--- config.mk ---
export PLATFORM = sky130hd
export DESIGN_NAME = cdu_top
export DESIGN_NICKNAME = d
export VERILOG_FILES = /design/src/cdu_pkg.sv /design/src/cdu_top.sv
export SDC_FILE = /design/constraint.sdc
export NUM_CORES = 1
export LEC_CHECK = 0
export ABC_CLOCK_PERIOD_IN_PS = 4900
export BUFFER_PORTS_ARGS = -buffer_cell sky130_fd_sc_hd__buf_2
export CAP_MARGIN = 20
export CORE_UTILIZATION = 35
export CTS_BUF_LIST = sky130_fd_sc_hd__clkbuf_4
export DETAILED_ROUTE_END_ITERATION = 16
export PLACE_DENSITY_LB_ADDON = 0.12
export RECOVER_POWER = 25
export SYNTH_ARGS = -nofsm -noshare
export SYNTH_HDL_FRONTEND = slang
export SYNTH_SLANG_ARGS = --single-unit
--- constraint.sdc ---
create_clock -name clk_i -period 4.9 [get_ports clk_i]
set_input_delay 1.47 -clock clk_i [delete_from_list [all_inputs] [get_ports clk_i]]
set_output_delay 1.47 -clock clk_i [all_outputs]
set_load 0.02 [all_outputs]
--- src/cdu_pkg.sv ---
package cdu_pkg;

    // ************************************************************
    // Configuration set layout.
    // ************************************************************
    localparam int          CFG_WORDS   = 8;
    localparam int          IDX_W       = 3;
    localparam int          DATA_W      = 8;
    localparam int          PAGE_W      = 4;
    localparam logic [IDX_W-1:0] LAST_IDX  = 3'h7;
    localparam logic [IDX_W-1:0] MARGIN_IDX = 3'h0;
    localparam logic [IDX_W-1:0] UPPER_IDX  = 3'h1;
    localparam logic [IDX_W-1:0] LOWER_IDX  = 3'h2;

    // ************************************************************
    // Register offsets and bit positions.
    // ************************************************************
    localparam logic [7:0]  UPD_ADDR    = 8'h90;
    localparam logic [7:0]  RELOAD_ADDR = 8'hd8;
    localparam int          TRANSP_BIT  = 0;
    localparam int          COMMIT_BIT  = 1;
    localparam int          ERASE_BIT   = 2;
    localparam int          RELOAD_BIT  = 0;
    localparam logic [7:0]  RESET_WORD  = 8'h00;

    // ************************************************************
    // Timing.
    // ************************************************************
    localparam int          CLK_NS      = 8;
    localparam int          SEQ_DLY_NS  = 500000;
    localparam int          SEQ_CYCLES  = SEQ_DLY_NS / CLK_NS;
    localparam int          SEQ_CNT_W   = 17;

    // ************************************************************
    // Types.
    // ************************************************************
    typedef enum logic [4:0] {
        ST_IDLE  = 5'h01,
        ST_FETCH = 5'h02,
        ST_XFER  = 5'h04,
        ST_WAIT  = 5'h08,
        ST_RUN   = 5'h10
    } cdu_fsm_t;

    typedef struct packed {
        logic                valid;
        logic                write;
        logic [7:0]          addr;
        logic [DATA_W-1:0]   wdata;
    } cdu_acc_t;

    typedef struct packed {
        cdu_fsm_t                            fsm;
        logic                                sync_a;
        logic                                sync_b;
        logic [IDX_W-1:0]                    idx;
        logic                                rd_pend;
        logic                                got;
        logic [CFG_WORDS-1:0][DATA_W-1:0]    stage;
        logic [CFG_WORDS-1:0][DATA_W-1:0]    active;
        logic                                transp;
        logic                                erase_en;
        logic                                commit;
        logic                                copy_pend;
        logic [IDX_W-1:0]                    copy_idx;
        logic                                done;
        logic                                booted;
        logic [SEQ_CNT_W-1:0]                seq_cnt;
        logic                                seq_pulse;
        logic                                erase_pulse;
        logic [PAGE_W-1:0]                   erase_page;
        logic [DATA_W-1:0]                   rdata;
        logic [DATA_W-1:0]                   dac;
        logic                                dac_oe;
    } cdu_state_t;

endpackage : cdu_pkg

--- src/cdu_top.sv ---
`timescale 1ns/1ps
`default_nettype none
// Notes on behaviour
// - Margin code passes when within limits, else clamped to the violated limit.
// - Margin output is three-stated whenever lower limit exceeds upper limit.
// - Both code limits belong to the set fetched from nonvolatile memory at startup.
// - Download starts only after the supply lockout indication reports supply good.
// - At startup, every nonvolatile word lands in staging before any active word changes.
// - After staging fills, all staging words move to active in one step.
// - First sequencer state is loaded a fixed 0.5 ms after download completes.
// - Any serial access before download completion is not acknowledged.
// - An update writes the staging word first, then the active word.
// - Transparent bit set makes serial configuration writes take effect immediately.
// - Transparent bit clear writes only staging; active configuration stays unchanged.
// - Writing one to commit bit pulses once, loading all active words together.
// - With erase enabled, a page erase command sets the whole page to ones.
// - With erase disabled, a page erase command leaves the page untouched.
// - Configuration holds until host orders a reload, which restores stored settings.
// - Setting the reload bit in the run state (ST_RUN) copies nonvolatile configuration into RAM again.
module cdu_top #(
    parameter int SEQ_CYCLES = cdu_pkg::SEQ_CYCLES
) (
    // Clock and reset.
    input  wire logic                          clk_i,
    input  wire logic                          rstn_i,
    // Supply lockout indication, high when supply is good.
    input  wire logic                          supply_ok_i,
    // Serial register access.
    input  wire cdu_pkg::cdu_acc_t             acc_i,
    output logic                               acc_ack_o,
    output logic                               acc_nack_o,
    output logic [cdu_pkg::DATA_W-1:0]         acc_rdata_o,
    // Nonvolatile memory port.
    output logic                               nv_rd_o,
    output logic [cdu_pkg::IDX_W-1:0]          nv_addr_o,
    input  wire logic [cdu_pkg::DATA_W-1:0]    nv_rdata_i,
    input  wire logic                          page_erase_i,
    input  wire logic [cdu_pkg::PAGE_W-1:0]    page_i,
    output logic                               nv_erase_o,
    output logic [cdu_pkg::PAGE_W-1:0]         nv_erase_page_o,
    // Configuration and margining outputs.
    output logic [cdu_pkg::CFG_WORDS-1:0][cdu_pkg::DATA_W-1:0] active_cfg_o,
    output logic [cdu_pkg::DATA_W-1:0]         margin_code_o,
    output logic                               margin_oe_o,
    output logic                               seq_load_o,
    output logic                               download_done_o
);

    // ************************************************************
    // Local sizes.
    // ************************************************************
    localparam int CNT_W = cdu_pkg::SEQ_CNT_W;

    // ************************************************************
    // Helpers.
    // ************************************************************
    function automatic logic is_cfg(input logic [7:0] a);
        is_cfg = (a < 8'(cdu_pkg::CFG_WORDS));
    endfunction : is_cfg

    function automatic logic [cdu_pkg::DATA_W-1:0] clamp(input logic [cdu_pkg::DATA_W-1:0] code,
                                                         input logic [cdu_pkg::DATA_W-1:0] lo,
                                                         input logic [cdu_pkg::DATA_W-1:0] hi);
        if (code < lo) begin
            clamp = lo;
        end else if (code > hi) begin
            clamp = hi;
        end else begin
            clamp = code;
        end
    endfunction : clamp

    cdu_pkg::cdu_state_t cur_ff;
    cdu_pkg::cdu_state_t nxt_cur;

    logic acc_wr;
    logic acc_rd;
    assign acc_wr = acc_i.valid && acc_i.write && cur_ff.done;
    assign acc_rd = acc_i.valid && !acc_i.write && cur_ff.done;

    // ************************************************************
    // Next state.
    // ************************************************************
    always_comb begin
        nxt_cur = cur_ff;
        nxt_cur.sync_a = supply_ok_i;
        nxt_cur.sync_b = cur_ff.sync_a;
        nxt_cur.commit = 1'b0;
        nxt_cur.seq_pulse = 1'b0;
        nxt_cur.erase_pulse = 1'b0;
        nxt_cur.rd_pend = 1'b0;
        nxt_cur.copy_pend = 1'b0;
        nxt_cur.got = cur_ff.rd_pend;
        if (cur_ff.copy_pend) begin
            nxt_cur.active[cur_ff.copy_idx] = cur_ff.stage[cur_ff.copy_idx];
        end
        if (cur_ff.commit) begin
            nxt_cur.active = cur_ff.stage;
        end
        case (cur_ff.fsm)
            cdu_pkg::ST_IDLE: begin
                if (cur_ff.sync_b) begin
                    nxt_cur.fsm = cdu_pkg::ST_FETCH;
                    nxt_cur.idx = '0;
                end
            end
            cdu_pkg::ST_FETCH: begin
                if (cur_ff.got) begin
                    nxt_cur.stage[cur_ff.idx] = nv_rdata_i;
                    if (cur_ff.idx == cdu_pkg::LAST_IDX) begin
                        nxt_cur.fsm = cdu_pkg::ST_XFER;
                    end else begin
                        nxt_cur.idx = cur_ff.idx + 3'h1;
                    end
                end else if (!cur_ff.rd_pend) begin
                    nxt_cur.rd_pend = 1'b1;
                end
            end
            cdu_pkg::ST_XFER: begin
                nxt_cur.active = cur_ff.stage;
                nxt_cur.done = 1'b1;
                nxt_cur.seq_cnt = '0;
                nxt_cur.fsm = cur_ff.booted ? cdu_pkg::ST_RUN : cdu_pkg::ST_WAIT;
            end
            cdu_pkg::ST_WAIT: begin
                if (cur_ff.seq_cnt == CNT_W'(SEQ_CYCLES - 1)) begin
                    nxt_cur.seq_pulse = 1'b1;
                    nxt_cur.booted = 1'b1;
                    nxt_cur.fsm = cdu_pkg::ST_RUN;
                end else begin
                    nxt_cur.seq_cnt = cur_ff.seq_cnt + 17'h1;
                end
            end
            cdu_pkg::ST_RUN: begin
                nxt_cur.fsm = cdu_pkg::ST_RUN;
            end
            default: begin
                nxt_cur.fsm = cdu_pkg::ST_IDLE;
            end
        endcase
        if (acc_wr) begin
            if (is_cfg(acc_i.addr) && cur_ff.fsm != cdu_pkg::ST_FETCH) begin
                nxt_cur.stage[acc_i.addr[cdu_pkg::IDX_W-1:0]] = acc_i.wdata;
                nxt_cur.copy_pend = cur_ff.transp;
                nxt_cur.copy_idx = acc_i.addr[cdu_pkg::IDX_W-1:0];
            end else if (acc_i.addr == cdu_pkg::UPD_ADDR) begin
                nxt_cur.transp = acc_i.wdata[cdu_pkg::TRANSP_BIT];
                nxt_cur.commit = acc_i.wdata[cdu_pkg::COMMIT_BIT];
                nxt_cur.erase_en = acc_i.wdata[cdu_pkg::ERASE_BIT];
            end else if (acc_i.addr == cdu_pkg::RELOAD_ADDR && acc_i.wdata[cdu_pkg::RELOAD_BIT]
                         && cur_ff.fsm == cdu_pkg::ST_RUN) begin
                nxt_cur.fsm = cdu_pkg::ST_FETCH;
                nxt_cur.idx = '0;
            end
        end
        if (acc_rd) begin
            if (is_cfg(acc_i.addr)) begin
                nxt_cur.rdata = cur_ff.stage[acc_i.addr[cdu_pkg::IDX_W-1:0]];
            end else if (acc_i.addr == cdu_pkg::UPD_ADDR) begin
                nxt_cur.rdata = cdu_pkg::RESET_WORD;
                nxt_cur.rdata[cdu_pkg::TRANSP_BIT] = cur_ff.transp;
                nxt_cur.rdata[cdu_pkg::ERASE_BIT] = cur_ff.erase_en;
            end else begin
                nxt_cur.rdata = cdu_pkg::RESET_WORD;
            end
        end
        if (page_erase_i && cur_ff.done && cur_ff.erase_en) begin
            nxt_cur.erase_pulse = 1'b1;
            nxt_cur.erase_page = page_i;
        end
        nxt_cur.dac = clamp(cur_ff.active[cdu_pkg::MARGIN_IDX], cur_ff.active[cdu_pkg::LOWER_IDX],
                            cur_ff.active[cdu_pkg::UPPER_IDX]);
        nxt_cur.dac_oe = !(cur_ff.active[cdu_pkg::LOWER_IDX] > cur_ff.active[cdu_pkg::UPPER_IDX]);
        if (!cur_ff.sync_b) begin
            nxt_cur.fsm = cdu_pkg::ST_IDLE;
            nxt_cur.done = 1'b0;
            nxt_cur.booted = 1'b0;
            nxt_cur.transp = 1'b0;
            nxt_cur.erase_en = 1'b0;
            nxt_cur.commit = 1'b0;
            nxt_cur.copy_pend = 1'b0;
            nxt_cur.rd_pend = 1'b0;
            nxt_cur.got = 1'b0;
        end
    end

    // ************************************************************
    // State register.
    // ************************************************************
    always_ff @(posedge clk_i or negedge rstn_i) begin
        if (!rstn_i) begin
            cur_ff <= '{fsm: cdu_pkg::ST_IDLE, default: '0};
        end else begin
            cur_ff <= nxt_cur;
        end
    end

    // ************************************************************
    // Outputs.
    // ************************************************************
    assign acc_ack_o = acc_i.valid && cur_ff.done;
    assign acc_nack_o = acc_i.valid && !cur_ff.done;
    assign acc_rdata_o = cur_ff.rdata;
    assign nv_rd_o = cur_ff.rd_pend;
    assign nv_addr_o = cur_ff.idx;
    assign nv_erase_o = cur_ff.erase_pulse;
    assign nv_erase_page_o = cur_ff.erase_page;
    assign active_cfg_o = cur_ff.active;
    assign margin_code_o = cur_ff.dac;
    assign margin_oe_o = cur_ff.dac_oe;
    assign seq_load_o = cur_ff.seq_pulse;
    assign download_done_o = cur_ff.done;

    // ************************************************************
    // Checks.
    // ************************************************************
    logic [cdu_pkg::SEQ_CNT_W-1:0] since_done_ff;
    always_ff @(posedge clk_i or negedge rstn_i) begin
        if (!rstn_i) begin
            since_done_ff <= '0;
        end else if (cur_ff.fsm == cdu_pkg::ST_XFER) begin
            since_done_ff <= '0;
        end else if (since_done_ff != '1) begin
            since_done_ff <= since_done_ff + 17'h1;
        end
    end
endmodule : cdu_top
`default_nettype wire

==> metrics.yaml <==
status: "finished, violations left"
violations: "max-capacitance violations, max-slew violations"
postSynthAreaPerCell_um2: 9.20
required_ns: 5.39
drtAntennaViolNets: 0
grt_first_pass_wirelength_um: 53100
max-slew-margin-rel: -0.755
yosys.cell_types.count: 67
ys_seq_elements: 189
fin_nets: 1271
cts-root-buf: "clkbuf_4"
ir_worst_vdd_uv: 116
grt_pass1_vias: 8514
path_cells: "buf_2, or4_4, a2111oi_4, or4b_1, nor2_1, a21oi_1"
drtIter0Drc: 779
grt_max_degree: 99
synth_fp_nets: 1266
hold_viol_final: 0
cts_tree: "yes"
cts_sinks: 189
antenna_found_initial: 1
start_util: 0.359
dpl.hpwl_um: 25100
final.period_utilization: 0.688
insertion_delay_ns: 0.62
place_congestion: 0.840
die_h_um: 180
setup_violations: 0
drc: 0
clkSlewWorstSetupHoldPaths_ns: 0.18
ctsHoldBuffers: 0
areaGrowthSynthToFinish_pct: 5.67
cts_setup_buffers: 0
synth_edf_count: 0
worstHoldPathType: "reg -> reg"
overflow: 0
finalClockSkew_ns: 0.0329
portBuffers: 127
htreeDepth: 4
die_area_um2: 32500
drv_slew: 98
worst_pin_slew_ns: 2.63
first_pass_iters: 5
period_needed_ns: 3.37
path_max_fanout: 16
cap_violations: 1
rsz0062_at_grt: "false"
dpl_cell_area_um2: 11500
cellLeakagePower_nw: 5.50
powerDensity_nw_per_um2: 229
rrSetupSlack_ns: 2.02
max_stage_delay_ns: 0.78
grtUsageTotal: 0.215
seq_area_frac_synth: 0.426
wire_per_inst_um: 21.0
syn_inst: 1207
synth-main-ff-cell: "dfrtp_1"
drive_above_1_share: 0.184
crit_slowest_cell: "or4b_1"
yosys_warnings: 0
die_x_um: 180
via_per_inst: 5.45
finalInstanceArea_um2: 11700
routed_wl_um: 34000
fmax_mhz: 297
final_util: 0.380
cts_resized: 0
cp.arrival_ns: 3.86
pin_count: 128
cts_buffer_depth: 2
endpoint_kind: "flip-flop"
setup.worst_path.start_class: "input pin"
worstSetupPathType: "in -> reg"
synthArstFlopShare: 1.00
fp.coreArea_um2: 30900
vias: 8839
syn_area_um2: 11100
std_cell_rows: 64
cts_made_buffers: 17
timing.setup.tns_ns: 0
cells in the mapped netlist (7+ instances only):
| master | n | area [um2] |
|---|---|---|
| o2111ai_1 | 8 | 70.1 |
| mux2i_1 | 92 | 921 |
| nand3_1 | 30 | 150 |
| o221ai_1 | 10 | 87.6 |
| a21oi_1 | 76 | 380 |
| nor3_1 | 9 | 45.0 |
| nand2b_1 | 9 | 56.3 |
| and2_1 | 7 | 43.8 |
| clkbuf_1 | 44 | 165 |
| mux2_2 | 14 | 158 |
| dfrtp_1 | 188 | 4700 |
| mux4_2 | 16 | 360 |
| ha_1 | 25 | 313 |
| buf_1 | 22 | 82.6 |
| inv_1 | 27 | 101 |
| nand2_1 | 117 | 439 |
| and3_1 | 8 | 50.1 |
| buf_2 | 7 | 35.0 |
| o21ai_0 | 123 | 616 |
| nor2b_1 | 14 | 87.6 |
| nand4_1 | 15 | 93.8 |
| nor2_1 | 149 | 559 |
| buf_4 | 87 | 653 |
| o211ai_1 | 17 | 128 |
metal layers:
metal / GRT usage / wire length (um)
met1: 0.310 / 16500
met2: 0.334 / 15400
met3: 0.0333 / 1610
met4: 0.0554 / 502
met5: 0 / 0
critical path, delay by kind of cell:
kind / cells / cell delay (ns)
compound gates: 2 / 0.74
buf+inv: 1 / 0.11
simple gates: 3 / 1.52
where the power goes:
part / internal, mW / switching [mW]
clock: 0.219 / 0.624
combinational: 0.0769 / 0.131
sequential: 1.59 / 0.0506
total: 1.88 / 0.805
cell families after synthesis:
| group | count (synthesis) | synth area share |
|---|---|---|
| adder cells (fa/ha/maj) | 25 | 0.0282 |
| flip-flops | 189 | 0.426 |
| XOR/XNOR | 8 | 0.00631 |
| multiplexers | 122 | 0.130 |
| buffers and inverters | 189 | 0.0947 |
| AND/OR/NAND/NOR | 397 | 0.168 |
| AO/OA/AOI/OAI | 277 | 0.147 |
through the flow:
step	std cells	power [mW]	hold WS, ns	setup slack, ns
2_1_floorplan	1207	1.76	0.331	1.50
3_3_place_gp	1587	1.87	0.333	0.917
3_5_place_dp	1588	1.87	0.342	0.907
4_1_cts	1620	2.73	0.384	1.54
5_1_grt	1622	2.80	0.384	1.18
6_report	1622	2.69	0.377	1.53
state kept, by name, summed over array words and instances (netlist names):
name and flops:
download_done_o 1, acc_rdata_o 8, margin_oe_o 1, nv_erase_o 1, seq_load_o 1, nv_rd_o 1, cur_ff 97, nv_addr_o 3
active_cfg_o 64, nv_erase_page_o 4, margin_code_o 8
final timing paths:
check                                       start                            to  cells past startpoint
max in group asynchronous                  rstn_i         cur_ff[175]$_DFF_PN0_                      1
min reg2reg                 cur_ff[183]$_DFF_PN0_         cur_ff[182]$_DFF_PN0_                      0
min in group asynchronous                  rstn_i        cur_ff[30]$_DFFE_PN0P_                      1
max                                     acc_i[15]         cur_ff[125]$_DFF_PN0_                      6
max reg2reg                cur_ff[43]$_DFFE_PN0P_  active_cfg_o[34]$_DFFE_PN0P_                      6
min                         cur_ff[183]$_DFF_PN0_         cur_ff[182]$_DFF_PN0_                      0
cells in the final DEF, fill, tap and decap left out, types with 10 or more instances in the layout:
cell type,n
dfrtp_1,188
nor2_1,148
buf_2,126
o21ai_0,123
nand2_1,117
mux2i_1,92
a21oi_1,76
nand3_1,30
inv_1,27
ha_1,25
buf_4,18
o211ai_1,17
clkbuf_4,17
mux4_2,16
nand4_1,15
nor2b_1,14
mux2_2,14
o221ai_1,10
final cells by class:
cell class	count	area [um2]
Clock inverter	15	125
Sequential cell	189	4730
Timing Repair Buffer	147	811
Clock buffer	17	128
Tap cell	396	495
Fill cell	3177	19200
Antenna cell	1	2.50
Multi-Input combinational cell	829	5340
Inverter	28	105
No activity file was read; power rests on OpenSTA's default activity.
